## src/core/wdt_consts.svh

```systemverilog
/*
  Offsets, field positions, reset values and counts of the watchdog.
  Assumes inclusion by bare name from the watchdog design files.
*/
`ifndef WDT_CONSTS_SVH
`define WDT_CONSTS_SVH

`define WDT_IDX_CONTROL 10'h0AA
`define WDT_IDX_CONFIG 10'h0B0
`define WDT_IDX_STATUS 10'h0B1
`define WDT_IDX_MASK 10'h0B2
`define WDT_ADDR_CONTROL {`WDT_IDX_CONTROL, 2'b00}
`define WDT_ADDR_CONFIG {`WDT_IDX_CONFIG, 2'b00}
`define WDT_ADDR_STATUS {`WDT_IDX_STATUS, 2'b00}
`define WDT_ADDR_MASK {`WDT_IDX_MASK, 2'b00}

`define WDT_BIT_ENABLE 7
`define WDT_BIT_CLEAR 6
`define WDT_BIT_SLEEP 4
`define WDT_BIT_FLAG 3
`define WDT_PS_HI 2
`define WDT_PS_LO 0
`define WDT_BIT_BOOT_DISABLE 7

`define WDT_CONFIG_RESET 8'hFF
`define WDT_EV_TIMEOUT 0
`define WDT_EV_REFUSED 1
`define WDT_EV_WIDTH 2

`define WDT_RC_FREQ_HZ 10000
`define WDT_TIMEOUT_TICKS 64
`define WDT_DIV_WIDTH 8

`endif

```

## src/core/wdt_pkg.sv

```systemverilog
/*
  Types shared by the watchdog design.
  Assumes the constants header is compiled alongside.
*/
package wdt_pkg;
  typedef logic [2:0] wdt_presc_t;
  typedef enum logic [2:0] {
    wdt_div_1, wdt_div_2, wdt_div_8, wdt_div_16,
    wdt_div_32, wdt_div_64, wdt_div_128, wdt_div_256
  } wdt_div_sel_t;
endpackage

```

## src/core/wdt_watchdog.sv

```systemverilog
/*
  Watchdog reset timer with an APB register slave.
  Assumes one 100 MHz clock, the RC oscillator arriving as a plain
  asynchronous pin, and the timed-access unlock decided elsewhere.
*/
// What this block does
// - Time-out fires a system reset one pclk later
// - Clear strobe zeroes count, then clears itself
// - Enable bit 7 stops or runs counter
// - Prescale field picks RC clock divider
// - Time-out after 64 prescaled RC ticks
// - Watchdog reset sets reset flag bit 3
// - Flag cleared only by power-on or software
// - Run-in-sleep bit 4 gates counting in sleep
// - Count cleared entering and leaving sleep
// - Every reset loads enable from boot bit inverted
// - Boot bit one disables, zero enables watchdog
// - Sleep bit, prescale cleared only at power-on
`timescale 1ns/1ps
`include "wdt_consts.svh"

module wdt_watchdog #(
  parameter int TIMEOUT_TICKS = `WDT_TIMEOUT_TICKS,
  parameter int ADDR_WIDTH = 12
) (
  // APB slave
  input wire logic pclk,
  input wire logic presetn,
  input wire logic psel,
  input wire logic penable,
  input wire logic pwrite,
  input wire logic [ADDR_WIDTH-1:0] paddr,
  input wire logic [31:0] pwdata,
  output logic [31:0] prdata,
  output logic pready,
  output logic pslverr,
  // Surroundings
  input wire logic rc_clk_pin,
  input wire logic timed_access_unlock,
  input wire logic other_reset,
  input wire logic cpu_idle,
  input wire logic cpu_power_down,
  // Results
  output logic dog_reset,
  output logic irq
);

  // Count width; the tick count need not be a power of two
  localparam int CW = $clog2(TIMEOUT_TICKS);

  // Refuse sizes the counters and the address decode cannot serve
  if (TIMEOUT_TICKS < 2 || ADDR_WIDTH < 12) begin : g_bad_params
    $error("wdt_watchdog: unsupported parameter values");
  end

  // Divider end value for each prescale choice
  function automatic logic [`WDT_DIV_WIDTH-1:0] div_last(
    input wdt_pkg::wdt_presc_t sel
  );
    case (wdt_pkg::wdt_div_sel_t'(sel))
      wdt_pkg::wdt_div_1: div_last = 8'h00;
      wdt_pkg::wdt_div_2: div_last = 8'h01;
      wdt_pkg::wdt_div_8: div_last = 8'h07;
      wdt_pkg::wdt_div_16: div_last = 8'h0F;
      wdt_pkg::wdt_div_32: div_last = 8'h1F;
      wdt_pkg::wdt_div_64: div_last = 8'h3F;
      wdt_pkg::wdt_div_128: div_last = 8'h7F;
      default: div_last = 8'hFF;
    endcase
  endfunction

  // State
  logic rc_s1, rc_s2, rc_s3, rc_level;
  logic dog_enable, run_in_sleep, dog_reset_flag;
  wdt_pkg::wdt_presc_t prescale_select;
  logic [7:0] boot_config_byte;
  logic [`WDT_DIV_WIDTH-1:0] div_count;
  logic [CW-1:0] dog_count;
  logic sleeping;
  logic [`WDT_EV_WIDTH-1:0] status, mask;
  logic [31:0] rdata_q;
  logic err_q;

  // Next values
  logic next_rc_level, next_dog_enable, next_run_in_sleep;
  logic next_dog_reset_flag, next_dog_reset, next_sleeping;
  wdt_pkg::wdt_presc_t next_prescale_select;
  logic [7:0] next_boot_config_byte;
  logic [`WDT_DIV_WIDTH-1:0] next_div_count;
  logic [CW-1:0] next_dog_count;
  logic [`WDT_EV_WIDTH-1:0] next_status, next_mask;
  logic [31:0] next_rdata_q;
  logic next_err_q;

  // Decode
  logic setup, access, wr, rd, rc_tick, counting, timeout;
  logic hit_ctl, hit_cfg, hit_sts, hit_msk, mapped, sleep_now;
  logic ctl_write, refused, clear_req;
  // Events: bit 0 time-out, bit 1 refused control write
  logic [`WDT_EV_WIDTH-1:0] events;
  logic [ADDR_WIDTH-1:0] a_ctl, a_cfg, a_sts, a_msk;

  assign a_ctl = ADDR_WIDTH'(`WDT_ADDR_CONTROL);
  assign a_cfg = ADDR_WIDTH'(`WDT_ADDR_CONFIG);
  assign a_sts = ADDR_WIDTH'(`WDT_ADDR_STATUS);
  assign a_msk = ADDR_WIDTH'(`WDT_ADDR_MASK);

  assign setup = psel & ~penable;
  assign access = psel & penable;
  assign wr = access & pwrite;
  assign rd = access & ~pwrite;
  assign hit_ctl = paddr == a_ctl;
  assign hit_cfg = paddr == a_cfg;
  assign hit_sts = paddr == a_sts;
  assign hit_msk = paddr == a_msk;
  // Anything else answers with an error and reads zero
  assign mapped = hit_ctl | hit_cfg | hit_sts | hit_msk;

  // Zero wait states; read data was captured during setup
  assign pready = access;
  assign prdata = rdata_q;
  assign pslverr = access & err_q;

  // Unlocked writes only reach the protected control register
  assign ctl_write = wr & hit_ctl & timed_access_unlock;
  // A refused write still leaves an event that software can see
  assign refused = wr & hit_ctl & ~timed_access_unlock;
  assign clear_req = ctl_write & pwdata[`WDT_BIT_CLEAR];

  // RC tick: a rise counts once the second and third stages agree
  assign rc_tick = rc_s2 & rc_s3 & ~rc_level;
  // A move from idle straight to power-down is not a sleep edge
  assign sleep_now = cpu_idle | cpu_power_down;
  assign counting = dog_enable
    & (~sleep_now | run_in_sleep);
  // Time-out on the last divider step of the last count
  assign timeout = counting & rc_tick
    & (div_count == div_last(prescale_select))
    & (dog_count == CW'(TIMEOUT_TICKS - 1));

  always_comb begin
    events = '0;
    events[`WDT_EV_TIMEOUT] = timeout;
    events[`WDT_EV_REFUSED] = refused;
  end

  always_comb begin
    next_rc_level = (rc_s2 == rc_s3) ? rc_s3 : rc_level;
    next_sleeping = sleep_now;
    // Registered so the system reset is one clean cycle
    next_dog_reset = timeout;
    next_dog_enable = dog_enable;
    next_run_in_sleep = run_in_sleep;
    next_prescale_select = prescale_select;
    next_dog_reset_flag = dog_reset_flag;
    next_boot_config_byte = boot_config_byte;
    next_div_count = div_count;
    next_dog_count = dog_count;
    next_mask = mask;
    next_status = status;

    // Counting
    if (counting && rc_tick) begin
      if (div_count == div_last(prescale_select)) begin
        next_div_count = '0;
        next_dog_count = dog_count + CW'(1);
      end else begin
        next_div_count = div_count + 8'h01;
      end
    end

    // Register writes
    if (ctl_write) begin
      next_dog_enable = pwdata[`WDT_BIT_ENABLE];
      next_run_in_sleep = pwdata[`WDT_BIT_SLEEP];
      next_prescale_select =
        pwdata[`WDT_PS_HI:`WDT_PS_LO];
      // Software may only clear the flag
      next_dog_reset_flag = dog_reset_flag
        & pwdata[`WDT_BIT_FLAG];
    end
    // Config needs no unlock; it stands in for programming the part
    if (wr && hit_cfg) begin
      next_boot_config_byte = pwdata[7:0];
    end
    if (wr && hit_msk) begin
      next_mask = pwdata[`WDT_EV_WIDTH-1:0];
    end

    // Status: read clears, a new event in the same cycle wins
    if (rd && hit_sts) begin
      next_status = '0;
    end
    next_status = next_status | events;

    // Strobe and sleep edges restart from a known count
    if (clear_req || (sleep_now != sleeping)) begin
      next_div_count = '0;
      next_dog_count = '0;
    end

    // Watchdog or other reset; set of the flag beats a clear
    if (timeout || other_reset) begin
      next_dog_enable =
        ~boot_config_byte[`WDT_BIT_BOOT_DISABLE];
      // Counts restart so the reloaded state gets a full interval
      next_div_count = '0;
      next_dog_count = '0;
      // Sleep and prescale survive non power-on resets
      next_run_in_sleep = run_in_sleep;
      next_prescale_select = prescale_select;
      next_dog_reset_flag = dog_reset_flag;
    end
    if (timeout) begin
      next_dog_reset_flag = 1'b1;
    end
  end

  // Read data and error captured in the setup cycle
  always_comb begin
    next_rdata_q = rdata_q;
    next_err_q = err_q;
    if (setup) begin
      next_rdata_q = '0;
      next_err_q = ~mapped;
      if (hit_ctl) begin
        // Strobe bit and reserved bit read zero
        next_rdata_q[`WDT_BIT_ENABLE] = dog_enable;
        next_rdata_q[`WDT_BIT_SLEEP] = run_in_sleep;
        next_rdata_q[`WDT_BIT_FLAG] = dog_reset_flag;
        next_rdata_q[`WDT_PS_HI:`WDT_PS_LO] = prescale_select;
      end
      if (hit_cfg) begin
        next_rdata_q[7:0] = boot_config_byte;
      end
      if (hit_sts) begin
        next_rdata_q[`WDT_EV_WIDTH-1:0] = status;
      end
      if (hit_msk) begin
        next_rdata_q[`WDT_EV_WIDTH-1:0] = mask;
      end
    end
  end

  // Only the second stage reads the first, which may be metastable
  always_ff @(posedge pclk or negedge presetn) begin
    if (!presetn) begin
      rc_s1 <= 1'b0;
      rc_s2 <= 1'b0;
      rc_s3 <= 1'b0;
    end else begin
      rc_s1 <= rc_clk_pin;
      rc_s2 <= rc_s1;
      rc_s3 <= rc_s2;
    end
  end

  // Power-on reset: config unprogrammed, so the watchdog starts off
  always_ff @(posedge pclk or negedge presetn) begin
    if (!presetn) begin
      rc_level <= 1'b0;
      sleeping <= 1'b0;
      dog_reset <= 1'b0;
      dog_enable <= 1'b0;
      run_in_sleep <= 1'b0;
      prescale_select <= '0;
      dog_reset_flag <= 1'b0;
      boot_config_byte <= `WDT_CONFIG_RESET;
      div_count <= '0;
      dog_count <= '0;
      status <= '0;
      mask <= '0;
    end else begin
      rc_level <= next_rc_level;
      sleeping <= next_sleeping;
      dog_reset <= next_dog_reset;
      dog_enable <= next_dog_enable;
      run_in_sleep <= next_run_in_sleep;
      prescale_select <= next_prescale_select;
      dog_reset_flag <= next_dog_reset_flag;
      boot_config_byte <= next_boot_config_byte;
      div_count <= next_div_count;
      dog_count <= next_dog_count;
      status <= next_status;
      mask <= next_mask;
    end
  end

  // Readback is registered so prdata never glitches in the access
  always_ff @(posedge pclk or negedge presetn) begin
    if (!presetn) begin
      rdata_q <= '0;
      err_q <= 1'b0;
    end else begin
      rdata_q <= next_rdata_q;
      err_q <= next_err_q;
    end
  end

  // Level interrupt; held until the status read clears the event
  assign irq = |(status & mask);

endmodule

```

## config.mk

```make
export PLATFORM = sky130hd
export DESIGN_NAME = wdt_watchdog
export DESIGN_NICKNAME = d
export VERILOG_FILES = /design/src/core/wdt_pkg.sv /design/src/core/wdt_watchdog.sv
export VERILOG_INCLUDE_DIRS = /design/src /design/src/core
export SDC_FILE = /design/constraint.sdc
export NUM_CORES = 1
export LEC_CHECK = 0
export BUFFER_PORTS_ARGS = -buffer_cell sky130_fd_sc_hd__buf_2
export CORE_ASPECT_RATIO = 1.5
export CORE_MARGIN = 1.5
export CORE_UTILIZATION = 45
export CTS_BUF_LIST = sky130_fd_sc_hd__clkbuf_4 sky130_fd_sc_hd__clkbuf_8
export DETAILED_ROUTE_END_ITERATION = 8
export PLACE_DENSITY = 0.75
export RECOVER_POWER = 25
export SETUP_SLACK_MARGIN = 0.15
export SYNTH_ARGS = -nofsm -noshare
export SYNTH_HDL_FRONTEND = slang
export SYNTH_SLANG_ARGS = --single-unit
```

## constraint.sdc

```tcl
create_clock -name pclk -period 2 [get_ports pclk]
set_input_delay 0.2 -clock pclk [delete_from_list [all_inputs] [get_ports pclk]]
set_output_delay 0.2 -clock pclk [all_outputs]
set_load 0.005 [all_outputs]
```

==> flow_metrics.env, run 1 <==
export IMPL_synthCells=260
export IMPL_synth_top_area_share_pct=35.9
export IMPL_leak_nw=1.59
export IMPL_cp_data_required_time_ns=2.20
export IMPL_detailedRoute_firstIterationViolations=157
export IMPL_fp_row_count=34
export IMPL_maxClockFrequency_ghz=0.462
export IMPL_clkPwrFrac_pct=36.3
export IMPL_drv_cap=0
export IMPL_antennaDiodeCount=0
export IMPL_grt_max_degree=48
export IMPL_critical_path_peak_fanout=8
export IMPL_power_density_mw_per_mm2=512
export IMPL_topRoutingLayerUsed="met4"
export IMPL_wl_met2_um=3810
export IMPL_yosysUniqueCellTypes=66
export IMPL_synth_top_flop_cell="sky130_fd_sc_hd__dfrtp_1"
export IMPL_wl_um=6720
export IMPL_detailedPlacementHpwl_um=4700
export IMPL_remaining_drc_errors=0
export IMPL_yosysSeqAreaShare_pct=43.7
export IMPL_finalWorstSetupSlack_ns=-0.165
export IMPL_timing_hold_violations_final=0
export IMPL_starting_density_pct=46.6
export IMPL_setup_worst_path_start_class="flop"
export IMPL_seq_power_share_pct=54.6
export IMPL_post_route_min_period_ns=2.16
export IMPL_design_final_nets=401
export IMPL_sw_frac_of_total_pct=24.4
export IMPL_post_route_cells_drive_above_1_share_pct=45.2
export IMPL_grt_pass1_wl_um=10300
export IMPL_grt_pass1_vias=2218
export IMPL_setup_violations_final=17
export IMPL_grt_overflow=0
export IMPL_dieHeight_um=98.2
export IMPL_internal_power_mw=1.34
export IMPL_hold_path_class="in -> reg"
export IMPL_tns_setup_ns=-1.82
export IMPL_ctsRootBufferMaster="sky130_fd_sc_hd__clkbuf_8"
export IMPL_max_slew_margin_rel_pct=23.5
export IMPL_area_delta_synth_final_pct=27.3
export IMPL_ys_warn_count=0
export IMPL_antenna_found_initial=0
export IMPL_data_arrival_time_of_the_critical_path_ns=2.37
export IMPL_netlist_area_mm2=0.00272
export IMPL_dr_pass1_iters=4
export IMPL_via_per_inst=5.52
export IMPL_dr_total_vias=2302
export IMPL_power_switching_mw=0.432
export IMPL_numCtsBuffers=5
export IMPL_synthArstFlopShare_pct=100
export IMPL_timing_final_max_slew_violations=0
export IMPL_dpl_cell_area_mm2=0.00316
export IMPL_outcome="complete, but fails checks"
export IMPL_clk_transition_reported_paths_ns=0.09
export IMPL_gp_routability_congestion=0.835
export IMPL_cts_path_max_buffers=2
export IMPL_antenna_violating_nets_post_route=0
export IMPL_die_area_mm2=0.00652
export IMPL_cts_htree_levels=2
export IMPL_synth_ff_latch_count=47
export IMPL_power_frac_comb_pct=9.2
export IMPL_violations="negative setup slack"
export IMPL_skew_ns=0.0119
export IMPL_synth_edff_count=0
export IMPL_synthTopCellsByArea="sky130_fd_sc_hd__dfrtp_1 (36%), sky130_fd_sc_hd__dfstp_2 (7.7%), sky130_fd_sc_hd__buf_4 (6.9%)"
export IMPL_worst_pin_slew_ns=1.15
export IMPL_num_io_pins=90
export IMPL_tritoncts="done"
export IMPL_critPathCaptureType="flop"
export IMPL_route_met3_wl_um=254
export IMPL_synth_top_cell_by_area="sky130_fd_sc_hd__dfrtp_1"
export IMPL_clock_sinks=47
export IMPL_grt_use_total_pct=20.7
export IMPL_fin_util_pct=59.3
export IMPL_coreArea_mm2=0.00583
export IMPL_preCtsSetupSlack_ns=-0.174
export IMPL_rsz0062_at_grt="yes"
export IMPL_post_drt_wl_per_cell_um=16.1
export IMPL_worstSkewPairLatency_ns=0.31
export IMPL_fp_dieW_um=66.4
export IMPL_drt_met1_wl_um=2460
export IMPL_io_buffer_count=41
export IMPL_critPathKind="reg -> reg"
export IMPL_average_cell_area_after_synthesis_um2=10.4
export IMPL_share_of_the_cycle_needed_by_the_critical_path_after_routing_pct=108
export IMPL_worst_vdd_drop_v=0.000465
export IMPL_finish_instance_area_mm2=0.00346
## stage by stage
stage	total power [mW]	hold slack [ns]	instances
5_1_grt	1.83	0.123	417
3_5_place_dp	1.14	0.317	398
2_1_floorplan	1.08	-0.0956	283
6_report	1.77	0.129	417
3_3_place_gp	1.13	0.312	398
4_1_cts	1.78	0.125	411
## area by class of cell
| cell class | instances | area [um2] |
|---|---|---|
| multi-input combinational | 199 | 1500 |
| sequential | 47 | 1190 |
| clock inverter | 1 | 7.51 |
| timing repair buffer | 87 | 562 |
| fill | 475 | 2370 |
| inverter | 4 | 15.0 |
| clock buffer | 7 | 96.3 |
| tap | 72 | 90.1 |
## cell usage after synthesis, drive strengths merged (3+ instances only)
cell type and number:
or3 5, nor4 4, clkbuf 4, dfrtp 39, or4 4, nor4b 4
o21ai 21, a21oi 9, nor3 4, nand2 26, and3 10, nor2 15
mux2 16, a22oi 4, buf 29, ha 3, a21o 3, dfstp 8
nand3 7, mux2i 3, inv 4
## power groups by stage
stage	combinational [mW]	sequential, mW	clock, mW
2_1_floorplan	0.0999	0.983	0
3_3_place_gp	0.150	0.984	0
3_5_place_dp	0.155	0.984	0
4_1_cts	0.160	0.966	0.649
5_1_grt	0.182	0.968	0.684
6_report	0.163	0.966	0.642
## worst paths after layout
kind,depth (start not counted),slack [ns],endpoint,start
max,7,-0.16,div_count[3],prescale_select[0]
min,2,0.13,boot_config_byte[5],pwdata[5]
max reg2reg,7,-0.16,div_count[3],prescale_select[0]
min reg2reg,0,0.35,rc_s2,rc_s1
max in group asynchronous,3,0.49,div_count[0],presetn
min in group asynchronous,3,0.73,div_count[2],presetn
## metal layers
metal | vias to the layer above | GRT usage [%]
li1 | 1071 | -
met1 | 1133 | 23.0
met2 | 82 | 37.8
met3 | 16 | 3.34
met4 | 0 | 8.48
met5 | - | 0
## timing repair
item                       4_1_cts  5_1_grt
hold buffers                     2        0
gates resized for setup          9       28
hold endpoints to repair         9        0
setup endpoints to repair       21       22
cloned                           0        1
pin swaps                        5       15
setup buffers                    3        5
## logic make-up (layout without fill, tap and decap cells)
logic type | Yosys count | after routing | synth area share (%)
other | 1 | 24 | 0.138
adders and majority gates | 3 | 3 | 1.38
AOI/OAI and AO/OA | 60 | 60 | 16.4
and+or+nand+nor | 91 | 91 | 19.8
DFF | 47 | 47 | 43.7
muxes | 19 | 19 | 8.29
buffers and inverters | 37 | 99 | 9.67
xor gates and xnor gates | 2 | 2 | 0.645
## cells in the final DEF (no fill, tap or decap), types with 4 or more instances in the layout
cell type                   n
sky130_fd_sc_hd__nand2_1   26
sky130_fd_sc_hd__nand3_1    6
sky130_fd_sc_hd__nor2_1    10
sky130_fd_sc_hd__clkbuf_8   7
sky130_fd_sc_hd__mux2_2     5
sky130_fd_sc_hd__a21oi_1    6
sky130_fd_sc_hd__conb_1    24
sky130_fd_sc_hd__mux2_4    11
sky130_fd_sc_hd__dfrtp_2    4
sky130_fd_sc_hd__and3_1     6
sky130_fd_sc_hd__buf_2     41
sky130_fd_sc_hd__buf_4     33
sky130_fd_sc_hd__a22oi_1    4
sky130_fd_sc_hd__dfstp_2    8
sky130_fd_sc_hd__or3_1      4
sky130_fd_sc_hd__inv_1      4
sky130_fd_sc_hd__o21ai_0   15
sky130_fd_sc_hd__buf_6      6
sky130_fd_sc_hd__dfrtp_1   35
## critical path: stages (launching register included)
cell                      delay [ns]
sky130_fd_sc_hd__dfrtp_2        0.48
sky130_fd_sc_hd__or3b_4         0.43
sky130_fd_sc_hd__a311o_2        0.42
sky130_fd_sc_hd__buf_6          0.14
sky130_fd_sc_hd__o21ai_4        0.16
sky130_fd_sc_hd__buf_6          0.15
sky130_fd_sc_hd__nor2_4         0.03
sky130_fd_sc_hd__a211o_1        0.25
## state kept, by name, summed over array words and instances, names as in the netlist, 2 cells and up
name,count
status,2
boot_config_byte,8
dog_count,6
prescale_select,3
prdata,8
mask,2
div_count,8
Note: power is estimated with default switching activity, not from simulation.
==> inputs of run 2 (changes only) <==
- PLACE_DENSITY: 0.75 -> 0.72
- clock period: 2 -> 2.04 ns (I/O delays scaled with it)
==> run 2 against run 1 <==
The run still ends with negative setup slack left. Global-route usage grew 0.60 points. Die area did not move. Combinational power down 6%. Cell count shrank 0.24%. Clock skew fell by 0.00093 ns. Non-clock buffer count shrank 1. Critical path depth did not move. Largest cell class unchanged. Maximum frequency hardly changed. Utilization shrank 0.60 points. Clock power is 11% higher. Worst setup slack improved by 0.039 ns. Total power rose by 2.2%.
==> flow_metrics.env, run 2 (synthesis results as in run 1) <==
export IMPL_leak_nw=1.61
export IMPL_cts_htree_levels=2
export IMPL_internal_power_mw=1.39
export IMPL_drv_cap=0
export IMPL_dieHeight_um=98.2
export IMPL_antenna_violating_nets_post_route=0
export IMPL_hold_path_class="in -> reg"
export IMPL_fp_dieW_um=66.4
export IMPL_clk_transition_reported_paths_ns=0.09
export IMPL_post_drt_wl_per_cell_um=15.3
export IMPL_fp_row_count=34
export IMPL_starting_density_pct=46.6
export IMPL_gp_routability_congestion=0.792
export IMPL_globalRouteMet1Util_pct=22.8
export IMPL_data_arrival_time_of_the_critical_path_ns=2.36
export IMPL_power_switching_mw=0.415
export IMPL_max_slew_margin_rel_pct=22.0
export IMPL_share_of_the_cycle_needed_by_the_critical_path_after_routing_pct=106
export IMPL_outcome="complete, but fails checks"
export IMPL_dr_total_vias=2247
export IMPL_numCtsBuffers=5
export IMPL_antenna_found_initial=0
export IMPL_detailedRoute_firstIterationViolations=91
export IMPL_critPathCaptureType="flop"
export IMPL_dp_cell_count=397
export IMPL_num_fill_cells=477
export IMPL_cp_buffers_inverters=1
export IMPL_holdPathStages=3
export IMPL_timing_rr_end="run_in_sleep"
export IMPL_tritoncts="done"
export IMPL_timing_hold_violations_final=0
export IMPL_minimum_setup_slack_among_reg_to_reg_paths_ns=-0.13
export IMPL_top_usage_layer="met2"
export IMPL_power_frac_comb_pct=8.4
export IMPL_timing_critical_path_max_delay_family="compound AO/OA/AOI/OAI gates"
export IMPL_holdCritStartpoint="cpu_idle"
export IMPL_finalWorstSetupSlack_ns=-0.126
export IMPL_power_density_mw_per_mm2=529
export IMPL_critPathKind="reg -> reg"
export IMPL_timing_critical_path_slowest_stage_cell="sky130_fd_sc_hd__dfrtp_2"
export IMPL_most_frequent_standard_cell_in_the_layout_excluding_fill_and_tap_cells="sky130_fd_sc_hd__buf_2"
export IMPL_cts_path_max_buffers=2
export IMPL_worst_hold_path_endpoint="sleeping"
export IMPL_io_buffer_count=41
export IMPL_sw_frac_of_total_pct=22.9
export IMPL_grt_pass1_wl_um=10600
export IMPL_skew_ns=0.0110
export IMPL_worstRegToRegCells=7
export IMPL_number_of_cells_in_the_finished_layout_apart_from_fillers=416
export IMPL_worst_path_largest_cell_delay_ns=0.46
export IMPL_worst_pin_slew_ns=1.17
export IMPL_global_route_usage_met3_pct=3.69
export IMPL_grt_max_degree=48
export IMPL_gr_usage_met2_pct=37.9
export IMPL_area_delta_synth_final_pct=26.0
export IMPL_remaining_drc_errors=0
export IMPL_ordered_list_of_cells_on_the_worst_path="o21ba_2 > o22a_1 > a311o_2 > nor3_4 > a211oi_4 > buf_6 > mux2_4"
export IMPL_dr_pass1_iters=4
export IMPL_wl_um=6380
export IMPL_fin_hold_ws_ns=0.118
export IMPL_timing_final_max_slew_violations=0
export IMPL_design_final_nets=400
export IMPL_maxClockFrequency_ghz=0.462
export IMPL_clkPwrFrac_pct=39.2
export IMPL_via_per_inst=5.40
export IMPL_critical_path_peak_fanout=5
export IMPL_grt_use_total_pct=21.3
export IMPL_post_route_min_period_ns=2.17
export IMPL_rsz0062_at_grt="yes"
export IMPL_finish_instance_area_mm2=0.00342
export IMPL_ctsRootBufferMaster="sky130_fd_sc_hd__clkbuf_8"
export IMPL_cp_data_required_time_ns=2.23
export IMPL_antennaDiodeCount=0
export IMPL_worstSkewPairLatency_ns=0.31
export IMPL_detailedPlacementHpwl_um=4440
export IMPL_timing_rr_start="prescale_select[0]"
export IMPL_post_route_cells_drive_above_1_share_pct=45.1
export IMPL_die_area_mm2=0.00652
export IMPL_seq_power_share_pct=52.3
export IMPL_grt_overflow=0
export IMPL_total_power_mw=1.81
export IMPL_coreArea_mm2=0.00583
export IMPL_final_cell_mix="sky130_fd_sc_hd__buf_2 (41), sky130_fd_sc_hd__buf_4 (39), sky130_fd_sc_hd__dfrtp_1 (37), sky130_fd_sc_hd__nand2_1 (26), sky130_fd_sc_hd__conb_1 (24)"
export IMPL_dpl_cell_area_mm2=0.00312
export IMPL_num_io_pins=90
export IMPL_setup_violations_final=13
export IMPL_grt_pass1_vias=2306
export IMPL_clock_sinks=47
export IMPL_violations="negative setup slack"
export IMPL_worst_vdd_drop_v=0.000428
export IMPL_setup_worst_path_start_class="flop"
run 2: worst reg2reg max path: cells and delay by family, from the launching register on:
family,cells,cell delay [ns]
simple gates,1,0.24
buf+inv,1,0.14
flops,1,0.46
compound gates,4,0.93
mux,1,0.29
run 2: routing by layer:
layer	wire length (um)	vias to the layer above	part of all wire, %
met5	0	-	0
met4	238	0	3.7
met3	237	19	3.7
met1	2400	1078	38
li1	-	1071	-
met2	3500	79	55
run 2: layout make-up:
class,instances,area (um2),area share (%)
clock buffer,7,83.8,2.45
clock inverter,1,30.0,0.877
inverter,4,15.0,0.439
multi-input combinational,199,1460,42.6
sequential,47,1190,34.7
tap,72,90.1,2.63
timing repair buffer,86,558,16.3
run 2: worst max-delay path by stage:
stage,startpoint,endpoint,slack [ns],depth (start not counted)
4_1_cts,prescale_select[1],run_in_sleep,-0.08,6
2_1_floorplan,prescale_select[0],prescale_select[0],-0.01,6
6_report,prescale_select[0],run_in_sleep,-0.13,7
5_1_grt,prescale_select[0],run_in_sleep,-0.17,10
3_5_place_dp,prescale_select[0],run_in_sleep,-0.14,6
3_3_place_gp,prescale_select[0],run_in_sleep,-0.11,6
run 2: timing repair:
action | 4_1_cts | 5_1_grt
hold buffers | 1 | 0
pin swaps | 8 | 4
setup endpoints to repair | 18 | 22
hold endpoints to repair | 1 | 0
gates resized for setup | 15 | 15
buffers inserted | 9 | 1
run 2: power groups by stage:
stage	combinational [mW]	sequential, mW	clock, mW
global route	0.171	0.948	0.761
detailed placement	0.150	0.965	0
floorplan	0.0976	0.964	0
global placement	0.146	0.964	0
finish	0.153	0.947	0.710
CTS	0.151	0.947	0.721
run 2: metrics by stage:
step	TNS [ns]	utilization [%]	worst slack, ns
global placement	-0.440	53.6	-0.108
global route	-1.71	58.7	-0.166
detailed placement	-0.795	53.6	-0.144
CTS	-0.543	57.6	-0.0824
finish	-0.825	58.7	-0.126
floorplan	-0.0437	-	-0.0109
